[config.mk]
export PLATFORM = sky130hd
export DESIGN_NAME = ebzt_top
export DESIGN_NICKNAME = d
export VERILOG_FILES = /design/src/rtl/ebzt_pkg.sv /design/src/rtl/ebzt_regs.sv /design/src/rtl/ebzt_top.sv
export SDC_FILE = /design/constraint.sdc
export NUM_CORES = 1
export LEC_CHECK = 0
export CORE_AREA = 8 8 198 200
export DETAILED_ROUTE_END_ITERATION = 10
export DIE_AREA = 0 0 206 208
export DONT_BUFFER_PORTS = 1
export GPL_ROUTABILITY_DRIVEN = 0
export PLACE_DENSITY = 0.47
export SLEW_MARGIN = 30
export SYNTH_ARGS = -nofsm -noshare
export SYNTH_HDL_FRONTEND = slang
export SYNTH_SLANG_ARGS = --single-unit
[constraint.sdc]
create_clock -name clk_sys -period 2.6 [get_ports clk_sys]
set_input_delay 0.13 -clock clk_sys [delete_from_list [all_inputs] [get_ports clk_sys]]
set_output_delay 0.13 -clock clk_sys [all_outputs]
set_load 0.005 [all_outputs]
[src/rtl/ebzt_pkg.sv]
package ebzt_pkg;

    // ------------------------------------------------------------
    // Sizes
    // ------------------------------------------------------------
    localparam int EBZT_ZONES = 8;
    localparam int EBZT_ZONE_W = 3;
    localparam int EBZT_CNT_W = 4;
    localparam int EBZT_WS_W = 8;

    // ------------------------------------------------------------
    // Register map (byte addresses)
    // ------------------------------------------------------------
    localparam logic [7:0] EBZT_OFS_TIMING0 = 8'h00;
    localparam logic [7:0] EBZT_OFS_CTRL = 8'h20;
    localparam logic [7:0] EBZT_OFS_STATUS = 8'h24;
    localparam int EBZT_CTRL_HALF_BIT = 0;
    localparam int EBZT_TIMING_W = 17;

    // ------------------------------------------------------------
    // Reset values
    // ------------------------------------------------------------
    localparam logic [16:0] EBZT_TIMING_RST = 17'h1fff8;
    localparam logic EBZT_HALF_RST = 1'b0;

    // ------------------------------------------------------------
    // Types
    // ------------------------------------------------------------
    // Per-zone timing settings, msb first
    typedef struct packed {
        logic [1:0] read_lead_count;
        logic [2:0] read_active_count;
        logic [1:0] read_trail_count;
        logic [1:0] write_lead_count;
        logic [2:0] write_active_count;
        logic [1:0] write_trail_count;
        logic double_period_sel;
        logic ready_enable;
        logic ready_async_sel;
    } ebzt_timing_type;

    typedef enum logic [1:0] {
        EBZT_IDLE = 2'b00,
        EBZT_LEAD = 2'b01,
        EBZT_ACTIVE = 2'b10,
        EBZT_TRAIL = 2'b11
    } ebzt_phase_type;

    // Engine state shown to software
    typedef struct packed {
        logic busy;
        ebzt_phase_type phase;
        logic [EBZT_WS_W-1:0] hw_wait_states;
    } ebzt_status_type;

endpackage

[src/rtl/ebzt_regs.sv]
`timescale 1ns/10ps
module ebzt_regs
    import ebzt_pkg::*;
(
    input wire logic clk_sys,
    input wire logic rst_n,
    input wire logic wb_cyc_i,
    input wire logic wb_stb_i,
    input wire logic wb_we_i,
    input wire logic [7:0] wb_adr_i,
    input wire logic [3:0] wb_sel_i,
    input wire logic [31:0] wb_dat_i,
    output logic [31:0] wb_dat_o,
    output logic wb_ack_o,
    input wire ebzt_status_type status_in,
    output ebzt_timing_type [EBZT_ZONES-1:0] timing_out,
    output logic half_rate
);

    // ------------------------------------------------------------
    // Helpers
    // ------------------------------------------------------------
    // Byte-lane merge of write data into old contents
    function automatic logic [31:0] lane_merge(input logic [31:0] old_v,
                                               input logic [31:0] new_v,
                                               input logic [3:0] sel);
        logic [31:0] res;
        res = old_v;
        for (int i = 0; i < 4; i++) begin
            if (sel[i]) begin
                res[i*8 +: 8] = new_v[i*8 +: 8];
            end
        end
        return res;
    endfunction

    // ------------------------------------------------------------
    // Decode
    // ------------------------------------------------------------
    logic ack_q;
    logic [31:0] rdata_q;
    ebzt_timing_type [EBZT_ZONES-1:0] timing_q;
    logic half_q;

    wire req = wb_cyc_i && wb_stb_i && !ack_q;
    wire hit_timing = (wb_adr_i < EBZT_OFS_CTRL);
    wire hit_ctrl = (wb_adr_i[7:2] == EBZT_OFS_CTRL[7:2]);
    wire hit_status = (wb_adr_i[7:2] == EBZT_OFS_STATUS[7:2]);
    wire [EBZT_ZONE_W-1:0] zone_idx = wb_adr_i[EBZT_ZONE_W+1:2];
    wire [31:0] timing_word = {15'h0000, timing_q[zone_idx]};
    wire [31:0] ctrl_word = {31'h00000000, half_q};
    wire [31:0] status_word = {21'h000000, status_in};
    wire [31:0] timing_new = lane_merge(timing_word, wb_dat_i, wb_sel_i);
    wire [31:0] ctrl_new = lane_merge(ctrl_word, wb_dat_i, wb_sel_i);

    // Read mux, unmapped reads give zero
    wire [31:0] rd_mux = hit_timing ? timing_word :
                         hit_ctrl ? ctrl_word :
                         hit_status ? status_word : 32'h00000000;

    // ------------------------------------------------------------
    // Storage and one-cycle ack
    // ------------------------------------------------------------
    always_ff @(posedge clk_sys or negedge rst_n) begin
        if (!rst_n) begin
            ack_q <= 1'b0;
            rdata_q <= 32'h00000000;
            half_q <= EBZT_HALF_RST;
            for (int z = 0; z < EBZT_ZONES; z++) begin
                timing_q[z] <= EBZT_TIMING_RST;
            end
        end else begin
            ack_q <= req;
            if (req) begin
                rdata_q <= rd_mux;
            end
            if (req && wb_we_i && hit_timing) begin
                timing_q[zone_idx] <= timing_new[EBZT_TIMING_W-1:0];
            end
            if (req && wb_we_i && hit_ctrl) begin
                half_q <= ctrl_new[EBZT_CTRL_HALF_BIT];
            end
        end
    end

    assign wb_ack_o = ack_q;
    assign wb_dat_o = rdata_q;
    assign timing_out = timing_q;
    assign half_rate = half_q;

endmodule

[src/rtl/ebzt_top.sv]
// Register access over Wishbone and the placing of the registers were left to the implementer.
`timescale 1ns/10ps
module ebzt_top
    import ebzt_pkg::*;
(
    input wire logic clk_sys,
    input wire logic rst_n,
    input wire logic wb_cyc_i,
    input wire logic wb_stb_i,
    input wire logic wb_we_i,
    input wire logic [7:0] wb_adr_i,
    input wire logic [3:0] wb_sel_i,
    input wire logic [31:0] wb_dat_i,
    output logic [31:0] wb_dat_o,
    output logic wb_ack_o,
    input wire logic acc_req,
    input wire logic acc_write,
    input wire logic [EBZT_ZONE_W-1:0] acc_zone,
    output logic acc_ready,
    output logic acc_done,
    input wire logic ext_ready_in,
    output logic [EBZT_ZONES-1:0] zone_select_n,
    output logic ext_read_strobe_n,
    output logic ext_write_strobe_n
);

    // ------------------------------------------------------------
    // Helpers
    // ------------------------------------------------------------
    // Phase length in ticks, optionally doubled
    function automatic logic [EBZT_CNT_W-1:0] scale_len(
        input logic [2:0] count,
        input logic dbl
    );
        logic [EBZT_CNT_W-1:0] ext;
        ext = {1'b0, count};
        return dbl ? EBZT_CNT_W'(ext << 1) : ext;
    endfunction

    // ------------------------------------------------------------
    // Register file
    // ------------------------------------------------------------
    ebzt_timing_type [EBZT_ZONES-1:0] timing_all;
    ebzt_status_type status;
    logic half_rate;

    ebzt_regs u_regs (
        .clk_sys(clk_sys),
        .rst_n(rst_n),
        .wb_cyc_i(wb_cyc_i),
        .wb_stb_i(wb_stb_i),
        .wb_we_i(wb_we_i),
        .wb_adr_i(wb_adr_i),
        .wb_sel_i(wb_sel_i),
        .wb_dat_i(wb_dat_i),
        .wb_dat_o(wb_dat_o),
        .wb_ack_o(wb_ack_o),
        .status_in(status),
        .timing_out(timing_all),
        .half_rate(half_rate)
    );

    // ------------------------------------------------------------
    // Interface timing clock enable
    // ------------------------------------------------------------
    logic div_q;

    // Full rate or every other system cycle
    wire tick = !half_rate || div_q;

    always_ff @(posedge clk_sys or negedge rst_n) begin
        if (!rst_n) begin
            div_q <= 1'b0;
        end else begin
            div_q <= !div_q;
        end
    end

    // ------------------------------------------------------------
    // Ready pin synchroniser
    // ------------------------------------------------------------
    logic rdy_meta_q;
    logic rdy_sync_q;
    logic rdy_late_q;

    // Two flops, plus a third stage for the asynchronous mode
    always_ff @(posedge clk_sys or negedge rst_n) begin
        if (!rst_n) begin
            rdy_meta_q <= 1'b1;
            rdy_sync_q <= 1'b1;
            rdy_late_q <= 1'b1;
        end else begin
            rdy_meta_q <= ext_ready_in;
            rdy_sync_q <= rdy_meta_q;
            rdy_late_q <= rdy_sync_q;
        end
    end

    // ------------------------------------------------------------
    // Request capture
    // ------------------------------------------------------------
    ebzt_phase_type phase_q;
    ebzt_phase_type phase_d;
    logic pend_q;
    logic write_q;
    logic [EBZT_ZONE_W-1:0] zone_q;
    ebzt_timing_type cfg_q;

    // Accept only while the engine is idle and nothing waits
    assign acc_ready = (phase_q == EBZT_IDLE) && !pend_q;
    wire take = acc_req && acc_ready;

    // Settings of the addressed zone are frozen for the access
    always_ff @(posedge clk_sys or negedge rst_n) begin
        if (!rst_n) begin
            write_q <= 1'b0;
            zone_q <= '0;
            cfg_q <= EBZT_TIMING_RST;
        end else if (take) begin
            write_q <= acc_write;
            zone_q <= acc_zone;
            cfg_q <= timing_all[acc_zone];
        end
    end

    // ------------------------------------------------------------
    // Phase lengths of the captured access
    // ------------------------------------------------------------
    wire [2:0] lead_raw = write_q ? {1'b0, cfg_q.write_lead_count}
                                  : {1'b0, cfg_q.read_lead_count};
    wire [2:0] act_raw = write_q ? cfg_q.write_active_count
                                 : cfg_q.read_active_count;
    wire [2:0] trail_raw = write_q ? {1'b0, cfg_q.write_trail_count}
                                   : {1'b0, cfg_q.read_trail_count};

    // Lead, active and trail all scale; active adds one base tick
    wire [EBZT_CNT_W-1:0] lead_len =
        scale_len(lead_raw, cfg_q.double_period_sel);
    wire [EBZT_CNT_W-1:0] act_len =
        scale_len(act_raw, cfg_q.double_period_sel);
    wire [EBZT_CNT_W-1:0] trail_len =
        scale_len(trail_raw, cfg_q.double_period_sel);

    // No legality check: zero lead or trail lengths just skip the phase
    wire lead_skip = (lead_len == '0);
    wire trail_skip = (trail_len == '0);

    // ------------------------------------------------------------
    // Wait state decision
    // ------------------------------------------------------------
    logic [EBZT_CNT_W-1:0] cnt_q;
    logic [EBZT_CNT_W-1:0] cnt_d;
    logic [EBZT_WS_W-1:0] ws_q;

    // Sampling path picked per zone
    wire rdy_seen = cfg_q.ready_async_sel ? rdy_late_q
                                          : rdy_sync_q;
    // Ready is ignored when the zone does not use it
    wire hold_off = cfg_q.ready_enable && !rdy_seen;
    wire cnt_end = (cnt_q == '0);
    wire act_extend = (phase_q == EBZT_ACTIVE) && cnt_end && hold_off;
    wire ws_full = (ws_q == {EBZT_WS_W{1'b1}});

    // ------------------------------------------------------------
    // Phase sequencer, next state
    // ------------------------------------------------------------
    always_comb begin
        phase_d = phase_q;
        cnt_d = cnt_q;
        case (phase_q)
            EBZT_IDLE: begin
                if (pend_q) begin
                    // Lead first, or straight to active on zero lead
                    if (lead_skip) begin
                        phase_d = EBZT_ACTIVE;
                        cnt_d = act_len;
                    end else begin
                        phase_d = EBZT_LEAD;
                        cnt_d = lead_len - 1'b1;
                    end
                end
            end
            EBZT_LEAD: begin
                if (cnt_end) begin
                    phase_d = EBZT_ACTIVE;
                    cnt_d = act_len;
                end else begin
                    cnt_d = cnt_q - 1'b1;
                end
            end
            EBZT_ACTIVE: begin
                if (act_extend) begin
                    cnt_d = cnt_q;
                end else if (cnt_end) begin
                    phase_d = trail_skip ? EBZT_IDLE : EBZT_TRAIL;
                    cnt_d = trail_len - 1'b1;
                end else begin
                    cnt_d = cnt_q - 1'b1;
                end
            end
            EBZT_TRAIL: begin
                if (cnt_end) begin
                    phase_d = EBZT_IDLE;
                end else begin
                    cnt_d = cnt_q - 1'b1;
                end
            end
            default: begin
                phase_d = EBZT_IDLE;
            end
        endcase
    end

    // ------------------------------------------------------------
    // Sequencer state, phase and count advanced on timing ticks only
    // ------------------------------------------------------------
    wire start = tick && (phase_q == EBZT_IDLE) && pend_q;
    wire finish = tick && (phase_q != EBZT_IDLE) && (phase_d == EBZT_IDLE);

    always_ff @(posedge clk_sys or negedge rst_n) begin
        if (!rst_n) begin
            phase_q <= EBZT_IDLE;
            cnt_q <= '0;
            pend_q <= 1'b0;
        end else begin
            if (take) begin
                pend_q <= 1'b1;
            end else if (start) begin
                pend_q <= 1'b0;
            end
            if (tick) begin
                phase_q <= phase_d;
                cnt_q <= cnt_d;
            end
        end
    end

    // Wait states of the current or last access
    always_ff @(posedge clk_sys or negedge rst_n) begin
        if (!rst_n) begin
            ws_q <= '0;
        end else if (start) begin
            ws_q <= '0;
        end else if (tick && act_extend && !ws_full) begin
            ws_q <= ws_q + 1'b1;
        end
    end

    // ------------------------------------------------------------
    // Pin drivers
    // ------------------------------------------------------------
    logic [EBZT_ZONES-1:0] cs_n_q;
    logic rd_n_q;
    logic wr_n_q;
    logic done_q;

    // Select covers the whole access, strobe only active
    wire in_access = (phase_d != EBZT_IDLE);
    wire in_active = (phase_d == EBZT_ACTIVE);
    wire [EBZT_ZONES-1:0] zone_onehot = EBZT_ZONES'(1) << zone_q;

    always_ff @(posedge clk_sys or negedge rst_n) begin
        if (!rst_n) begin
            cs_n_q <= '1;
            rd_n_q <= 1'b1;
            wr_n_q <= 1'b1;
        end else if (tick) begin
            cs_n_q <= in_access ? ~zone_onehot : '1;
            rd_n_q <= !(in_active && !write_q);
            wr_n_q <= !(in_active && write_q);
        end
    end

    // Completion pulse, one system cycle
    always_ff @(posedge clk_sys or negedge rst_n) begin
        if (!rst_n) begin
            done_q <= 1'b0;
        end else begin
            done_q <= finish;
        end
    end

    assign zone_select_n = cs_n_q;
    assign ext_read_strobe_n = rd_n_q;
    assign ext_write_strobe_n = wr_n_q;
    assign acc_done = done_q;

    // ------------------------------------------------------------
    // Status to software
    // ------------------------------------------------------------
    assign status.busy = !acc_ready;
    assign status.phase = phase_q;
    assign status.hw_wait_states = ws_q;

endmodule

==> qor.csv <==
metric;value;unit
finalClockSkew;0.0181;ns
yosys_warnings;0;
crit_path_end_kind;flop;
grt_busiest_layer;met2;
start_kind;flop;
grt.met1_usage;0.188;
die_x;206;um
core;36100;sq um
fin_total_pwr;9.98;mW
min_period;2.49;ns
whs;-0.654;ns
ys.flop_type;dfstp_2;
post-place-ws;0.0610;ns
area_delta_synth_final;15.7;%
path_class;flop to flop;
hold_viol;206;
grtUsageMet3;0.0247;
final_core_util;0.342;
r2r_setup_slack;0.11;ns
synth_top_family_by_area;multiplexers;
avgRoutedWirePerCell;20.3;um
drive_above_1_share;0.315;
synth_edf_count;0;
ys_ff_latch;206;
syn-cell-area;10700;sq um
arrival;2.94;ns
finalWorstSetupSlack;0.111;ns
clkTransAtPathRegs;0.06;ns
cts_tree;yes;
synth_xor_area_frac;0.00164;
clock.fmax;402;MHz
path_cells;buf_6, mux2i_1, or2_2, ha_1, a21boi_1, a311oi_2, nor3_4, buf_12, o32a_2;
design_area;12400;sq um
violations;negative hold slack;
cts_hold_buf;26;
synth-compound-area-share;0.138;
powerDensity;808;nW/um^2
period_share;0.957;
drtAntennaViolNets;0;
cts_root_buffer;clkbuf_16;
max-cap-violations;0;
h-tree-depth;1;
met2_usage;0.229;
fp.dieH;208;um
grt_pass1_wl;46.9;mm
via_per_inst;4.95;
hold_class;input port to async pin;
yosysSeqAreaShare;0.499;
cts_buffers;25;
drt-total-wl;30.0;mm
netlist_instances;978;
routed-via-count;7309;
r2r_end;zone_select_n[4]$_DFFE_PN1N_;
dp_hpwl;19.1;mm
placed_area;11100;sq um
synth.area.mux_share;0.195;
relSlewSlack;0.429;
synthAdderAreaFrac;0.00703;
grt_max_degree;207;
clk_path_buf_depth;3;
tightest_slew;0.847;ns
firstDrtPassIters;6;
antenna_found_initial;6;
power.leakage;4.67;nW
ios;100;
grt_usage;0.140;
final_net_count;1049;
grt_pass1_vias;7423;
status;finished, violations left;
reg2regPathDepth;9;
start_util;0.296;
peakVddDrop;0.542;mV
numPortBuffers;0;
insertion_delay;0.52;ns
rows;70;
drc_errors;0;
synth.distinct_cells;62;
syn_avg_cell_area;10.9;sq um
maxSlewViolCount;0;
critPathRequiredTime;3.05;ns
overflow;0;
drt_iter0_markers;334;
die-area;42800;sq um
async_flop_share;1.00;
rr_startpoint;write_q$_DFFE_PN0P_;
clock-sinks;206;
cp_slowest_cell;dfrtp_1;
critPathMaxFanout;10;
cpPeakStageDelay;0.42;ns
synthSimpleGateAreaFrac;0.117;
setup_viol;0;
cell type report:
class                      instances  area [sq um]
inverter                          11          41.3
clock buffer                      34           699
multi-input combinational        692          4970
sequential                       206          5330
clock inverter                    12           220
antenna                            1          2.50
timing repair buffer              52           507
fill                            3647         23700
tap                              468           586
per-stage QoR:
step	instances	TNS, ns
floorplan	992	0
global placement	1401	0
detailed placement	1401	0
CTS	1473	0
global route	1475	-0.0351
finish	1476	0
cells in the final DEF, fill, tap and decap left out, types with 10 or more instances in the layout:
cell type,instances
a21oi_1,40
buf_4,22
clkbuf_16,25
conb_1,15
dfrtp_1,67
dfstp_2,139
dlygate4sd3_1,25
inv_1,11
mux2i_1,40
mux4_2,69
nand2_1,194
nor2_1,46
o21ai_0,170
o21ai_2,10
registers in the layout (all words and copies together) (netlist names), 2 cells and up:
signal / count
cnt_q: 4
phase_q: 2
u_regs.wb_dat_o: 17
zone_q: 3
u_regs.timing_out: 136
cfg_q: 17
ws_q: 8
zone_select_n: 8
timing repair:
action,in CTS,in global routing
setup buffers,0,2
endpoints found under the setup margin,0,10
hold endpoints to repair,329,206
resized for setup,0,3
per-layer routing:
layer	vias to the layer above	share of wire	wire length [um]
li1	3527	-	-
met3	45	0.046	1380
met2	141	0.47	14200
met1	3588	0.45	13600
met5	-	0.0017	50
met4	8	0.025	757
where the power goes:
group | internal [mW] | total [mW] | switching, mW
Sequential | 3.76 | 4.16 | 0.397
Combinational | 0.938 | 1.90 | 0.964
Clock | 2.48 | 3.91 | 1.43
Total | 7.18 | 9.98 | 2.79
worst max-delay path by stage:
stage / startpoint / endpoint / slack, ns / cells past startpoint
floorplan: write_q$_DFFE_PN0P_ / zone_select_n[0]$_DFFE_PN1N_ / 0.05 / 10
global placement: write_q$_DFFE_PN0P_ / acc_done$_DFF_PN0_ / 0.12 / 8
detailed placement: write_q$_DFFE_PN0P_ / acc_done$_DFF_PN0_ / 0.06 / 8
CTS: write_q$_DFFE_PN0P_ / zone_select_n[4]$_DFFE_PN1N_ / 0.06 / 8
global route: write_q$_DFFE_PN0P_ / zone_select_n[5]$_DFFE_PN1N_ / -0.02 / 9
finish: write_q$_DFFE_PN0P_ / zone_select_n[4]$_DFFE_PN1N_ / 0.11 / 9
cells in the mapped netlist, types with 3 or more instances:
master | count | area share
a21oi_1 | 40 | 0.019
a31oi_1 | 3 | 0.0018
and3_1 | 4 | 0.0023
buf_1 | 7 | 0.0025
buf_2 | 16 | 0.0075
buf_4 | 17 | 0.012
clkbuf_1 | 41 | 0.014
dfrtp_1 | 67 | 0.16
dfstp_2 | 139 | 0.34
ha_1 | 6 | 0.0070
inv_1 | 11 | 0.0039
mux2_2 | 9 | 0.0095
mux2i_1 | 40 | 0.037
mux4_2 | 69 | 0.15
nand2_1 | 194 | 0.068
nand3_1 | 9 | 0.0042
nand3b_1 | 3 | 0.0021
nand4_1 | 4 | 0.0023
nor2_1 | 47 | 0.017
nor2b_1 | 4 | 0.0023
nor3_1 | 9 | 0.0042
o21ai_0 | 171 | 0.080
o21ai_2 | 10 | 0.0082
o31ai_1 | 3 | 0.0021
o32a_2 | 8 | 0.0084
or2_2 | 3 | 0.0018
or3_1 | 6 | 0.0035
cell families after synthesis:
family          Yosys count
buf+inv                  94
simple gates            295
fa+ha+maj                 6
compound gates          255
mux                     119
other cells               1
flops                   206
xor+xnor                  2
worst max-delay path: cells and delay by family (launching register included):
kind	cells	cell delay (ns)
AO/OA/AOI/OAI	3	0.93
adder cells (fa/ha/maj)	1	0.19
buffers and inverters	2	0.32
flip-flops	1	0.42
multiplexers	1	0.15
AND/OR/NAND/NOR	2	0.40
(Power assumes the default switching activity.)
